$ cat src/hdl/nip_cfg.svh
// Offsets, fields, reset values and rules of the interrupt pending logic
//
// Contract
// - Each source has a programmable priority; the smallest level is most urgent.
// - Priority splits into group and subpriority parts.
// - Software may rewrite any priority while running.
// - A non-maskable interrupt input exists beside the peripheral sources.
// - Pulse lines are sampled every rising clock edge and a pulse is latched.
// - Line sampled high while the source is not active makes it pending.
// - A rising edge on the request line makes the source pending.
// - A set-pending bit or trigger write makes the source pending; with handler entry in the same cycle the code drops it and goes to active.
// - Handler entry clears pending and marks the source active.
// - Level source on return: line high gives pending, else inactive.
// - Pulse during handler gives active-and-pending; return then gives pending.
// - Pulse source with no new pulse returns to inactive on handler return.
// - Level clear-pending: line high keeps state, line low drops pending.
// - Pulse clear-pending: pending to inactive, active-and-pending to active.
// - Context save on entry and restore on exit happen with no handler code.
`ifndef NIP_CFG_SVH
`define NIP_CFG_SVH

// ------------------------------------------------------------
// Register byte offsets
// ------------------------------------------------------------
`define NIP_OFS_EN0       12'h000
`define NIP_OFS_EN1       12'h004
`define NIP_OFS_SETP0     12'h008
`define NIP_OFS_SETP1     12'h00C
`define NIP_OFS_CLRP0     12'h010
`define NIP_OFS_CLRP1     12'h014
`define NIP_OFS_ACT0      12'h018
`define NIP_OFS_ACT1      12'h01C
`define NIP_OFS_MODE0     12'h020
`define NIP_OFS_MODE1     12'h024
`define NIP_OFS_SOFTWARE_TRIGGER_REG    12'h028
`define NIP_OFS_PRIGRP    12'h02C
`define NIP_OFS_VECT      12'h030
`define NIP_OFS_ISTAT     12'h034
`define NIP_OFS_IEN       12'h038
`define NIP_OFS_ICLR      12'h03C
`define NIP_OFS_PRIO_BASE 12'h100
`define NIP_OFS_PRIO_TOP  12'h1FC

// ------------------------------------------------------------
// Field positions and reset values
// ------------------------------------------------------------
`define NIP_EV_NMI        0
`define NIP_EV_ENTER      1
`define NIP_EV_RETURN     2
`define NIP_EV_SOFTWARE_TRIGGER_REG     3
`define NIP_EV_W          4
`define NIP_RST_PRIGRP    3'h0
`define NIP_RST_ZERO32    32'h00000000

`endif

$ cat src/hdl/nip_pkg.sv
// Types shared by the interrupt pending logic
package nip_pkg;

  // Per-source interrupt state, two bits
  typedef enum logic [1:0] {
    NIP_INACTIVE,
    NIP_PENDING,
    NIP_ACTIVE,
    NIP_ACT_PEND
  } nip_state_e;

  // Source number, up to 64 sources
  typedef logic [5:0] nip_id_t;

endpackage

$ cat src/hdl/nip_top.sv
// Interrupt pending, active and priority logic with its APB register file
//
// Implementation choices: the register offsets and the APB register port.
`timescale 1ns/1ps
`include "nip_cfg.svh"
module nip_top #(
  parameter int NUM_SRC = 36,
  parameter int PRIO_W  = 3
) (
  // Clock and reset
  input  wire logic                 sys_clk,
  input  wire logic                 rst,
  // APB slave
  input  wire logic                 psel,
  input  wire logic                 penable,
  input  wire logic                 pwrite,
  input  wire logic [11:0]          paddr,
  input  wire logic [31:0]          pwdata,
  output logic [31:0]               prdata,
  output logic                      pready,
  output logic                      pslverr,
  // Peripheral request lines and non-maskable request
  input  wire logic [NUM_SRC-1:0]   irq_line,
  input  wire logic                 nmi_line,
  // Core exception events
  input  wire logic                 core_enter,
  input  wire nip_pkg::nip_id_t     core_enter_id,
  input  wire logic                 core_return,
  input  wire nip_pkg::nip_id_t     core_return_id,
  input  wire logic                 nmi_enter,
  input  wire logic                 nmi_return,
  // Presentation to the core
  output logic                      irq_req,
  output nip_pkg::nip_id_t          irq_id,
  output logic [PRIO_W-1:0]         irq_prio,
  output logic [PRIO_W-1:0]         irq_group,
  output logic                      nmi_req,
  output logic                      ctx_save,
  output logic                      ctx_restore,
  // Event interrupt
  output logic                      irq_out
);
  import nip_pkg::*;

  // ------------------------------------------------------------
  // Parameter checks
  // ------------------------------------------------------------
  if (NUM_SRC < 1 || NUM_SRC > 64) begin : g_bad_num
    $error("NUM_SRC must be 1 to 64");
  end
  if (PRIO_W < 1 || PRIO_W > 8) begin : g_bad_prio
    $error("PRIO_W must be 1 to 8");
  end

  localparam int PADW = 64 - NUM_SRC;

  // ------------------------------------------------------------
  // State
  // ------------------------------------------------------------
  logic [NUM_SRC-1:0]    en_reg;
  logic [NUM_SRC-1:0]    mode_reg;
  logic [PRIO_W-1:0]     prio_reg [NUM_SRC];
  logic [2:0]            prigrp_reg;
  logic [`NIP_EV_W-1:0]  istat_reg;
  logic [`NIP_EV_W-1:0]  ien_reg;
  logic [31:0]           prdata_reg;
  logic                  pready_reg;
  logic                  pslverr_reg;
  logic                  nmi_prev_reg;
  logic                  nmi_pend_reg;
  logic                  nmi_act_reg;
  logic                  irq_req_reg;
  nip_id_t               irq_id_reg;
  logic [PRIO_W-1:0]     irq_prio_reg;
  logic [PRIO_W-1:0]     irq_group_reg;
  logic                  ctx_save_reg;
  logic                  ctx_restore_reg;
  logic                  irq_out_reg;

  nip_state_e            st [NUM_SRC];
  logic [NUM_SRC-1:0]    pend_vec;
  logic [NUM_SRC-1:0]    act_vec;
  logic [NUM_SRC*PRIO_W-1:0] prio_flat;

  // ------------------------------------------------------------
  // APB decode
  // ------------------------------------------------------------
  // One wait state: pready rises in the second access cycle
  wire acc      = psel & penable;
  wire fire     = acc & pready_reg;
  wire wr       = fire & pwrite;
  wire prio_win = (paddr >= `NIP_OFS_PRIO_BASE) && (paddr <= `NIP_OFS_PRIO_TOP) && (paddr[1:0] == 2'b00);
  wire [5:0] prio_idx = paddr[7:2];
  wire prio_hit = prio_win && (int'(prio_idx) < NUM_SRC);

  wire hit_en0   = paddr == `NIP_OFS_EN0;
  wire hit_en1   = paddr == `NIP_OFS_EN1;
  wire hit_sp0   = paddr == `NIP_OFS_SETP0;
  wire hit_sp1   = paddr == `NIP_OFS_SETP1;
  wire hit_cp0   = paddr == `NIP_OFS_CLRP0;
  wire hit_cp1   = paddr == `NIP_OFS_CLRP1;
  wire hit_ac0   = paddr == `NIP_OFS_ACT0;
  wire hit_ac1   = paddr == `NIP_OFS_ACT1;
  wire hit_md0   = paddr == `NIP_OFS_MODE0;
  wire hit_md1   = paddr == `NIP_OFS_MODE1;
  wire hit_swt   = paddr == `NIP_OFS_SOFTWARE_TRIGGER_REG;
  wire hit_grp   = paddr == `NIP_OFS_PRIGRP;
  wire hit_vect  = paddr == `NIP_OFS_VECT;
  wire hit_ist   = paddr == `NIP_OFS_ISTAT;
  wire hit_ien   = paddr == `NIP_OFS_IEN;
  wire hit_iclr  = paddr == `NIP_OFS_ICLR;
  wire mapped    = hit_en0 | hit_en1 | hit_sp0 | hit_sp1 | hit_cp0 | hit_cp1 | hit_ac0 | hit_ac1 |
                   hit_md0 | hit_md1 | hit_swt | hit_grp | hit_vect | hit_ist | hit_ien | hit_iclr | prio_hit;

  // ------------------------------------------------------------
  // Bank write vectors, 64 bits wide, sliced to the source count
  // ------------------------------------------------------------
  wire [63:0] en_wide   = {{PADW{1'b0}}, en_reg};
  wire [63:0] mode_wide = {{PADW{1'b0}}, mode_reg};
  wire [63:0] pend_wide = {{PADW{1'b0}}, pend_vec};
  wire [63:0] act_wide  = {{PADW{1'b0}}, act_vec};

  wire [63:0] en_w      = (wr & hit_en0) ? {en_wide[63:32], pwdata} :
                          (wr & hit_en1) ? {pwdata, en_wide[31:0]} : en_wide;
  wire [63:0] mode_w    = (wr & hit_md0) ? {mode_wide[63:32], pwdata} :
                          (wr & hit_md1) ? {pwdata, mode_wide[31:0]} : mode_wide;
  // Trigger names one source by bits 5:0; numbers past the last do nothing
  wire        swt_ok    = wr & hit_swt & (int'(pwdata[5:0]) < NUM_SRC);
  wire [63:0] swt_hot   = swt_ok ? (64'h1 << pwdata[5:0]) : 64'h0;
  wire [63:0] set_w     = ((wr & hit_sp0) ? {32'h0, pwdata} :
                           (wr & hit_sp1) ? {pwdata, 32'h0} : 64'h0) | swt_hot;
  wire [63:0] clr_w     = (wr & hit_cp0) ? {32'h0, pwdata} :
                          (wr & hit_cp1) ? {pwdata, 32'h0} : 64'h0;

  // Core entry and return decoded to one-hot source vectors
  wire [63:0] enter_w   = core_enter  ? (64'h1 << core_enter_id)  : 64'h0;
  wire [63:0] ret_w     = core_return ? (64'h1 << core_return_id) : 64'h0;

  // ------------------------------------------------------------
  // Per-source state machines
  // ------------------------------------------------------------
  for (genvar i = 0; i < NUM_SRC; i++) begin : g_src
    nip_source u_src (
      .sys_clk    (sys_clk),
      .rst        (rst),
      .req_line   (irq_line[i]),
      .pulse_mode (mode_reg[i]),
      .sw_set     (set_w[i]),
      .sw_clr     (clr_w[i]),
      .enter      (enter_w[i]),
      .ret        (ret_w[i]),
      .state      (st[i])
    );
    assign pend_vec[i] = (st[i] == NIP_PENDING) | (st[i] == NIP_ACT_PEND);
    assign act_vec[i]  = (st[i] == NIP_ACTIVE)  | (st[i] == NIP_ACT_PEND);
    assign prio_flat[i*PRIO_W +: PRIO_W] = prio_reg[i];
  end

  // ------------------------------------------------------------
  // Selection and preemption
  // ------------------------------------------------------------
  logic              pend_found;
  nip_id_t           pend_id;
  logic [PRIO_W-1:0] pend_prio;
  logic              act_found;
  logic [PRIO_W-1:0] act_prio;

  // Most urgent enabled pending source
  nip_arbiter #(.NUM_SRC(NUM_SRC), .PRIO_W(PRIO_W)) u_pend_arb (
    .cand      (pend_vec & en_reg),
    .prio_flat (prio_flat),
    .found     (pend_found),
    .win_id    (pend_id),
    .win_prio  (pend_prio)
  );

  // Most urgent running handler sets the preemption threshold
  nip_arbiter #(.NUM_SRC(NUM_SRC), .PRIO_W(PRIO_W)) u_act_arb (
    .cand      (act_vec),
    .prio_flat (prio_flat),
    .found     (act_found),
    .win_id    (),
    .win_prio  (act_prio)
  );

  // Low bits up to the split point are subpriority and never preempt
  wire [3:0]        sub_bits  = (4'(prigrp_reg) > 4'(PRIO_W)) ? 4'(PRIO_W) : 4'(prigrp_reg);
  wire [PRIO_W-1:0] pend_grp  = pend_prio >> sub_bits;
  wire [PRIO_W-1:0] act_grp   = act_prio >> sub_bits;
  wire              preempt   = pend_found & (~act_found | (pend_grp < act_grp));

  // NMI latched on a rising edge; the set wins over entry
  wire nmi_rise  = nmi_line & ~nmi_prev_reg;
  wire nmi_pend_next = nmi_rise | (nmi_pend_reg & ~nmi_enter);
  wire nmi_act_next  = nmi_enter | (nmi_act_reg & ~nmi_return);

  // ------------------------------------------------------------
  // Event status for the interrupt output
  // ------------------------------------------------------------
  wire [`NIP_EV_W-1:0] ev_set;
  assign ev_set[`NIP_EV_NMI]    = nmi_rise;
  assign ev_set[`NIP_EV_ENTER]  = core_enter | nmi_enter;
  assign ev_set[`NIP_EV_RETURN] = core_return | nmi_return;
  assign ev_set[`NIP_EV_SOFTWARE_TRIGGER_REG] = swt_ok;
  wire [`NIP_EV_W-1:0] ev_clr  = (wr & hit_iclr) ? pwdata[`NIP_EV_W-1:0] : {`NIP_EV_W{1'b0}};
  // New events win over a same-cycle clear
  wire [`NIP_EV_W-1:0] istat_next = ev_set | (istat_reg & ~ev_clr);

  // ------------------------------------------------------------
  // Read data selection
  // ------------------------------------------------------------
  wire [31:0] vect_word = {irq_req_reg, 7'h00, 8'(irq_group_reg), 8'(irq_prio_reg), 2'b00, irq_id_reg};
  wire [31:0] rd_word   = hit_en0  ? en_wide[31:0]   : hit_en1  ? en_wide[63:32]   :
                          (hit_sp0 | hit_cp0) ? pend_wide[31:0] : (hit_sp1 | hit_cp1) ? pend_wide[63:32] :
                          hit_ac0  ? act_wide[31:0]  : hit_ac1  ? act_wide[63:32]  :
                          hit_md0  ? mode_wide[31:0] : hit_md1  ? mode_wide[63:32] :
                          hit_grp  ? {29'h00000000, prigrp_reg} :
                          hit_vect ? vect_word :
                          hit_ist  ? {{(32-`NIP_EV_W){1'b0}}, istat_reg} :
                          hit_ien  ? {{(32-`NIP_EV_W){1'b0}}, ien_reg} :
                          prio_hit ? {{(32-PRIO_W){1'b0}}, prio_reg[prio_idx]} : 32'h0;

  // ------------------------------------------------------------
  // APB handshake flops
  // ------------------------------------------------------------
  // Read data captured in the first access cycle stands with pready
  always_ff @(posedge sys_clk or posedge rst) begin
    if (rst) begin
      pready_reg  <= 1'b0;
      pslverr_reg <= 1'b0;
      prdata_reg  <= `NIP_RST_ZERO32;
    end else begin
      pready_reg  <= acc & ~pready_reg;
      pslverr_reg <= acc & ~pready_reg & ~mapped;
      prdata_reg  <= (acc & ~pready_reg & ~pwrite) ? rd_word : '0;
    end
  end

  // ------------------------------------------------------------
  // Configuration registers
  // ------------------------------------------------------------
  // Enables and signalling mode, written whole per bank
  always_ff @(posedge sys_clk or posedge rst) begin
    if (rst) begin
      en_reg     <= '0;
      mode_reg   <= '0;
      prigrp_reg <= `NIP_RST_PRIGRP;
      ien_reg    <= '0;
      istat_reg  <= '0;
    end else begin
      en_reg     <= en_w[NUM_SRC-1:0];
      mode_reg   <= mode_w[NUM_SRC-1:0];
      prigrp_reg <= (wr & hit_grp) ? pwdata[2:0] : prigrp_reg;
      ien_reg    <= (wr & hit_ien) ? pwdata[`NIP_EV_W-1:0] : ien_reg;
      istat_reg  <= istat_next;
    end
  end

  // Priorities may change at any time; selection follows on the next cycle
  for (genvar p = 0; p < NUM_SRC; p++) begin : g_prio
    always_ff @(posedge sys_clk or posedge rst) begin
      if (rst) prio_reg[p] <= '0;
      else if (wr & prio_hit & (int'(prio_idx) == p)) prio_reg[p] <= pwdata[PRIO_W-1:0];
    end
  end

  // ------------------------------------------------------------
  // Core-facing outputs
  // ------------------------------------------------------------
  // One cycle of latency to the core so every output leaves a flop
  always_ff @(posedge sys_clk or posedge rst) begin
    if (rst) begin
      nmi_prev_reg    <= 1'b0;
      nmi_pend_reg    <= 1'b0;
      nmi_act_reg     <= 1'b0;
      irq_req_reg     <= 1'b0;
      irq_id_reg      <= '0;
      irq_prio_reg    <= '0;
      irq_group_reg   <= '0;
      ctx_save_reg    <= 1'b0;
      ctx_restore_reg <= 1'b0;
      irq_out_reg     <= 1'b0;
    end else begin
      nmi_prev_reg    <= nmi_line;
      nmi_pend_reg    <= nmi_pend_next;
      nmi_act_reg     <= nmi_act_next;
      irq_req_reg     <= preempt;
      irq_id_reg      <= pend_id;
      irq_prio_reg    <= pend_prio;
      irq_group_reg   <= pend_grp;
      ctx_save_reg    <= core_enter | nmi_enter;
      ctx_restore_reg <= core_return | nmi_return;
      irq_out_reg     <= |(istat_next & ien_reg);
    end
  end

  // ------------------------------------------------------------
  // Output wiring
  // ------------------------------------------------------------
  assign prdata      = prdata_reg;
  assign pready      = pready_reg;
  assign pslverr     = pslverr_reg;
  assign irq_req     = irq_req_reg;
  assign irq_id      = irq_id_reg;
  assign irq_prio    = irq_prio_reg;
  assign irq_group   = irq_group_reg;
  assign nmi_req     = nmi_pend_reg;
  assign ctx_save    = ctx_save_reg;
  assign ctx_restore = ctx_restore_reg;
  assign irq_out     = irq_out_reg;

endmodule

$ cat src/hdl/nip_source.sv
// Per-source pending and active state tracking
`timescale 1ns/1ps
module nip_source (
  // Clock and reset
  input  wire logic               sys_clk,
  input  wire logic               rst,
  // Request line and mode
  input  wire logic               req_line,
  input  wire logic               pulse_mode,
  // Software and core events
  input  wire logic               sw_set,
  input  wire logic               sw_clr,
  input  wire logic               enter,
  input  wire logic               ret,
  // State
  output nip_pkg::nip_state_e     state
);
  import nip_pkg::*;

  nip_state_e state_reg;
  nip_state_e state_next;
  logic       line_prev_reg;

  // Sampled every edge; a rising edge is remembered as a set event
  wire rise     = req_line & ~line_prev_reg;
  wire lvl_set  = ~pulse_mode & req_line;
  wire any_set  = rise | sw_set;
  // A set arriving with a clear wins over the clear
  wire clr_ok   = sw_clr & ~any_set & ~lvl_set;

  // Next state from current state and events
  always_comb begin
    state_next = state_reg;
    unique case (state_reg)
      NIP_INACTIVE: begin
        if (any_set | lvl_set) state_next = NIP_PENDING;
      end
      NIP_PENDING: begin
        if (enter) state_next = rise ? NIP_ACT_PEND : NIP_ACTIVE;
        else if (clr_ok) state_next = NIP_INACTIVE;
      end
      NIP_ACTIVE: begin
        if (ret) state_next = (pulse_mode ? (rise | sw_set) : (req_line | sw_set)) ? NIP_PENDING : NIP_INACTIVE;
        else if (any_set) state_next = NIP_ACT_PEND;
      end
      NIP_ACT_PEND: begin
        if (ret) state_next = NIP_PENDING;
        else if (clr_ok) state_next = NIP_ACTIVE;
      end
    endcase
  end

  // Inactive after reset
  always_ff @(posedge sys_clk or posedge rst) begin
    if (rst) begin
      state_reg     <= NIP_INACTIVE;
      line_prev_reg <= 1'b0;
    end else begin
      state_reg     <= state_next;
      line_prev_reg <= req_line;
    end
  end

  assign state = state_reg;

endmodule

$ cat src/hdl/nip_arbiter.sv
// Most urgent candidate selection over all sources
`timescale 1ns/1ps
module nip_arbiter #(
  parameter int NUM_SRC = 36,
  parameter int PRIO_W  = 3
) (
  // Candidates and their priorities
  input  wire logic [NUM_SRC-1:0]        cand,
  input  wire logic [NUM_SRC*PRIO_W-1:0] prio_flat,
  // Winner
  output logic                           found,
  output nip_pkg::nip_id_t               win_id,
  output logic [PRIO_W-1:0]              win_prio
);
  import nip_pkg::*;

  // Scan upward with a strict compare so equal levels keep the lower number
  always_comb begin
    found    = 1'b0;
    win_id   = '0;
    win_prio = '1;
    for (int i = 0; i < NUM_SRC; i++) begin
      if (cand[i] && (!found || prio_flat[i*PRIO_W +: PRIO_W] < win_prio)) begin
        found    = 1'b1;
        win_id   = nip_id_t'(i);
        win_prio = prio_flat[i*PRIO_W +: PRIO_W];
      end
    end
  end

endmodule

$ cat config.mk
export PLATFORM = sky130hd
export DESIGN_NAME = nip_top
export DESIGN_NICKNAME = d
export VERILOG_FILES = /design/src/hdl/nip_pkg.sv /design/src/hdl/nip_top.sv /design/src/hdl/nip_source.sv /design/src/hdl/nip_arbiter.sv
export VERILOG_INCLUDE_DIRS = /design/src /design/src/hdl
export SDC_FILE = /design/constraint.sdc
export NUM_CORES = 1
export LEC_CHECK = 0
export BUFFER_PORTS_ARGS = -buffer_cell sky130_fd_sc_hd__buf_4
export CORE_UTILIZATION = 34
export DETAILED_ROUTE_END_ITERATION = 6
export PLACE_DENSITY_LB_ADDON = 0.15
export SLEW_MARGIN = 5
export SYNTH_ARGS = -nofsm -noshare
export SYNTH_HDL_FRONTEND = slang
export SYNTH_SLANG_ARGS = --single-unit
export TNS_END_PERCENT = 5
$ cat constraint.sdc
create_clock -name sys_clk -period 45.8 [get_ports sys_clk]
set_input_delay 6.87 -clock sys_clk [delete_from_list [all_inputs] [get_ports sys_clk]]
set_output_delay 6.87 -clock sys_clk [all_outputs]
set_load 0.02 [all_outputs]
==> results.ini <==
[die]
floorplan.die_area_um2 = 88600
initial_utilization_pct = 34.3
io-pin-count = 153
core_region_area_um2 = 86600
die-height_um = 298
number_of_rows_in_the_core_area = 108
die_w_um = 298

[setup_path]
critical_path.startpoint_type = register
cp_top_family = compound AO/OA/AOI/OAI gates
critPathBufInv = 26
required_ns = 46.34
crit_path_end_kind = register
cpMostUsedCell = sky130_fd_sc_hd__ha_1
slowest_stage = sky130_fd_sc_hd__dfrtp_2
worstPathArrival_ns = 44.24
cp_slowest_stage_delay_ns = 0.45
setup.worst_path.class = register to register
worstPathMaxFanout = 9

[synthesis]
syn-instance-count = 3484
synth-adder-area-share_pct = 3.53
post_synth_mux_area_share_pct = 11.4
synth_simple_gate_area_share_pct = 21.0
avgSynthCellArea_um2 = 8.53
xor_xnor_share_of_the_synthesized_area_pct = 0
count_of_unique_library_cells_instantiated_by_yosys = 163
edff_count_synth = 0
yosysWarnings = 0
postSynth.topFlopCell = sky130_fd_sc_hd__dfrtp_1
synth_nets = 3660
syn_area_um2 = 29700
synth_seq_area_share_pct = 29.6
proportion_of_register_bits_with_asynchronous_set_or_reset_after_synthesis_pct = 100
compound_cell_area_share_of_the_yosys_netlist_pct = 28.5
synth_top_family_by_area = compound AO/OA/AOI/OAI gates
synth-seq-cells = 351

[sta]
fin_skew_ns = 0.0251
final_min_period_over_clock_period_pct = 95.4
setup_viol = 0
hold_viol = 0
worst_pin_slew_ns = 1.34
layout_min_cycle_time_ns = 43.70
maxSlewHeadroom_pct = 9.89
slew_violations = 0
achievable-frequency_ghz = 0.0229

[pwr]
total_power_mw = 2.05
static-leakage-power_nw = 15.1
vdd_ir_drop_max_mv = 0.104
power.density_nw_per_um2 = 57.6

[layout]
ratio_of_cells_with_drive_above_1_in_the_final_layout_pct = 27.6
stdcell_count = 4967
largest_reg_flops = 108
final-seq-area_um2 = 8790
area_occupied_by_multi_input_gates_um2 = 20000
syn_to_final_growth_pct = 20.0
fillCellCount = 8770
design.final.nets = 3953
stdcell_area_um2 = 35600

[placement]
port-buffer-count = 152
dpl-instance-area_um2 = 32600
place.detailed.instances = 4810
post-dp-hpwl_mm = 97.5
place.gp.congestion = 0.970

[detailed_routing]
initial_detailed_routing_violation_count = 3255
drtPass1Iterations = 6
avgViaCountPerCell = 6.16
drt.antenna.violating_nets = 0
vias = 30592
finalWirelength_mm = 131
wl_per_cell_um = 26.3
remaining_drc_errors = 0

[global_routing]
maximum_number_of_pins_on_one_net_before_global_route_repair = 106
grt_overflow_total = 0
global_route_wire_length_before_repair_mm = 190
grt_pass1_vias = 28354
globalRouteTotalUtil_pct = 28.3
antenna_found_initial = 6

[cts]
postCtsHoldBufs = 0
htree_num_levels = 2
skew_pair_late_insertion_delay_ns = 0.62
clkSinkCount = 351
clock-root-buffer = sky130_fd_sc_hd__clkbuf_16
tritoncts = done
clkTransAtPathRegs_ns = 0.06
clockBufferDepth = 3
cts_made_buffers = 46

[worst_hold_path]
timing.hold.worst.class = register to register

[run_status]
outcome = completed

[job]
maxCapViolCount = 0

==> layout make-up <==
type	instances	share of cell area (%)
Multi-Input combinational cell	2777	56.2
Sequential cell	351	24.7
Timing Repair Buffer	401	8.45
Tap cell	1155	4.05
Clock buffer	57	3.55
Inverter	200	2.13
Clock inverter	25	0.920
Antenna cell	1	0.00702
==> cells in the mapped netlist, drive strengths merged (59+ instances only) <==
cell type,instances,area (um2)
clkbuf,120,729
nor3,94,485
inv,197,739
a22oi,63,473
a21oi,215,1130
dfrtp,351,8780
a31oi,70,465
ha,74,926
mux2,180,2040
nand3,95,475
mux2i,59,606
o21ai,244,1230
nand2,426,1600
nor2,276,1050
==> cell usage in the layout, fill, tap and decap left out, types with 21 or more instances in the layout <==
master / netlist / routed
sky130_fd_sc_hd__a211oi_1: 36 / 28
sky130_fd_sc_hd__a21o_1: 39 / 39
sky130_fd_sc_hd__a21oi_1: 206 / 186
sky130_fd_sc_hd__a21oi_2: 6 / 22
sky130_fd_sc_hd__a22oi_1: 63 / 63
sky130_fd_sc_hd__a31oi_1: 67 / 58
sky130_fd_sc_hd__and2_1: 29 / 24
sky130_fd_sc_hd__and3_1: 35 / 32
sky130_fd_sc_hd__buf_4: 6 / 401
sky130_fd_sc_hd__clkbuf_16: 0 / 47
sky130_fd_sc_hd__dfrtp_1: 351 / 342
sky130_fd_sc_hd__ha_1: 74 / 68
sky130_fd_sc_hd__inv_1: 196 / 193
sky130_fd_sc_hd__mux2_2: 176 / 175
sky130_fd_sc_hd__mux2i_1: 55 / 44
sky130_fd_sc_hd__mux4_2: 32 / 32
sky130_fd_sc_hd__nand2_1: 424 / 408
sky130_fd_sc_hd__nand2b_1: 48 / 46
sky130_fd_sc_hd__nand3_1: 95 / 93
sky130_fd_sc_hd__nand4_1: 27 / 27
sky130_fd_sc_hd__nor2_1: 270 / 257
sky130_fd_sc_hd__nor2b_1: 36 / 35
sky130_fd_sc_hd__nor3_1: 91 / 86
sky130_fd_sc_hd__nor4_1: 25 / 21
sky130_fd_sc_hd__o211ai_1: 37 / 37
sky130_fd_sc_hd__o21a_1: 27 / 27
sky130_fd_sc_hd__o21ai_0: 227 / 202
sky130_fd_sc_hd__o21ai_1: 14 / 21
sky130_fd_sc_hd__o31ai_1: 24 / 24
sky130_fd_sc_hd__or2_2: 26 / 25
sky130_fd_sc_hd__or3_1: 24 / 23
==> report_power, final <==
group / total [mW] / switching (mW) / internal (mW)
Combinational: 1.32 / 0.719 / 0.597
Sequential: 0.341 / 0.0221 / 0.319
Clock: 0.396 / 0.165 / 0.231
==> repair_timing <==
| item | CTS | global route |
|---|---|---|
| pin swaps | 0 | 56 |
| endpoints found under the setup margin | 1 | 13 |
| gates resized for setup | 10 | 211 |
| setup buffers | 0 | 74 |
==> logic make-up after synthesis <==
logic type | after synthesis
buffers and inverters | 356
and+or+nand+nor | 1264
DFF | 351
muxes | 272
AOI/OAI and AO/OA | 1155
adders and majority gates | 86
==> worst reg2reg max path: cells and delay by family, from the launching register on <==
family	cells	cell delay, ns
AO/OA/AOI/OAI	103	15.79
adder cells (fa/ha/maj)	35	8.04
buffers and inverters	26	2.11
flip-flops	1	0.45
multiplexers	19	5.73
AND/OR/NAND/NOR	79	11.52
==> routing by layer <==
metal | vias to the layer above | routed length, um | track usage [%]
li1 | 13782 | - | -
met1 | 15203 | 58400 | 40.7
met2 | 1371 | 57700 | 43.4
met3 | 230 | 10900 | 4.54
met4 | 6 | 3760 | 8.04
met5 | - | 61 | 0
==> path summary, 6_finish.rpt <==
| path | endpoint | cells after the start | start | slack, ns |
|---|---|---|---|---|
| hold reg to reg | g_src[26].u_src.state[0]$_DFFE_PP0P_ | 1 | g_src[26].u_src.line_prev_reg$_DFF_PP0_ | 0.43 |
| setup reg to reg | irq_req$_DFF_PP0_ | 262 | prio_flat[4]$_DFFE_PP0P_ | 2.10 |
| setup / recovery | irq_req$_DFF_PP0_ | 262 | prio_flat[4]$_DFFE_PP0P_ | 2.10 |
| min in group asynchronous | prio_flat[8]$_DFFE_PP0P_ | 2 | rst | 6.40 |
| hold / removal | g_src[26].u_src.state[0]$_DFFE_PP0P_ | 1 | g_src[26].u_src.line_prev_reg$_DFF_PP0_ | 0.43 |
| max in group asynchronous | prio_flat[74]$_DFFE_PP0P_ | 4 | rst | 37.02 |
==> per-stage QoR <==
step / TNS (ns) / setup WS, ns / hold slack (ns) / utilization [%]
after CTS: 0 / 0.0520 / 0.439 / 39.5
after global placement: 0 / 0.0768 / 0.430 / 37.6
after detailed placement: -0.272 / -0.272 / 0.431 / 37.6
after floorplan: 0 / 3.19 / 0.410 / -
after global routing: -0.478 / -0.416 / 0.465 / 41.1
final: 0 / 2.10 / 0.434 / 41.1
(Power assumes the default switching activity.)
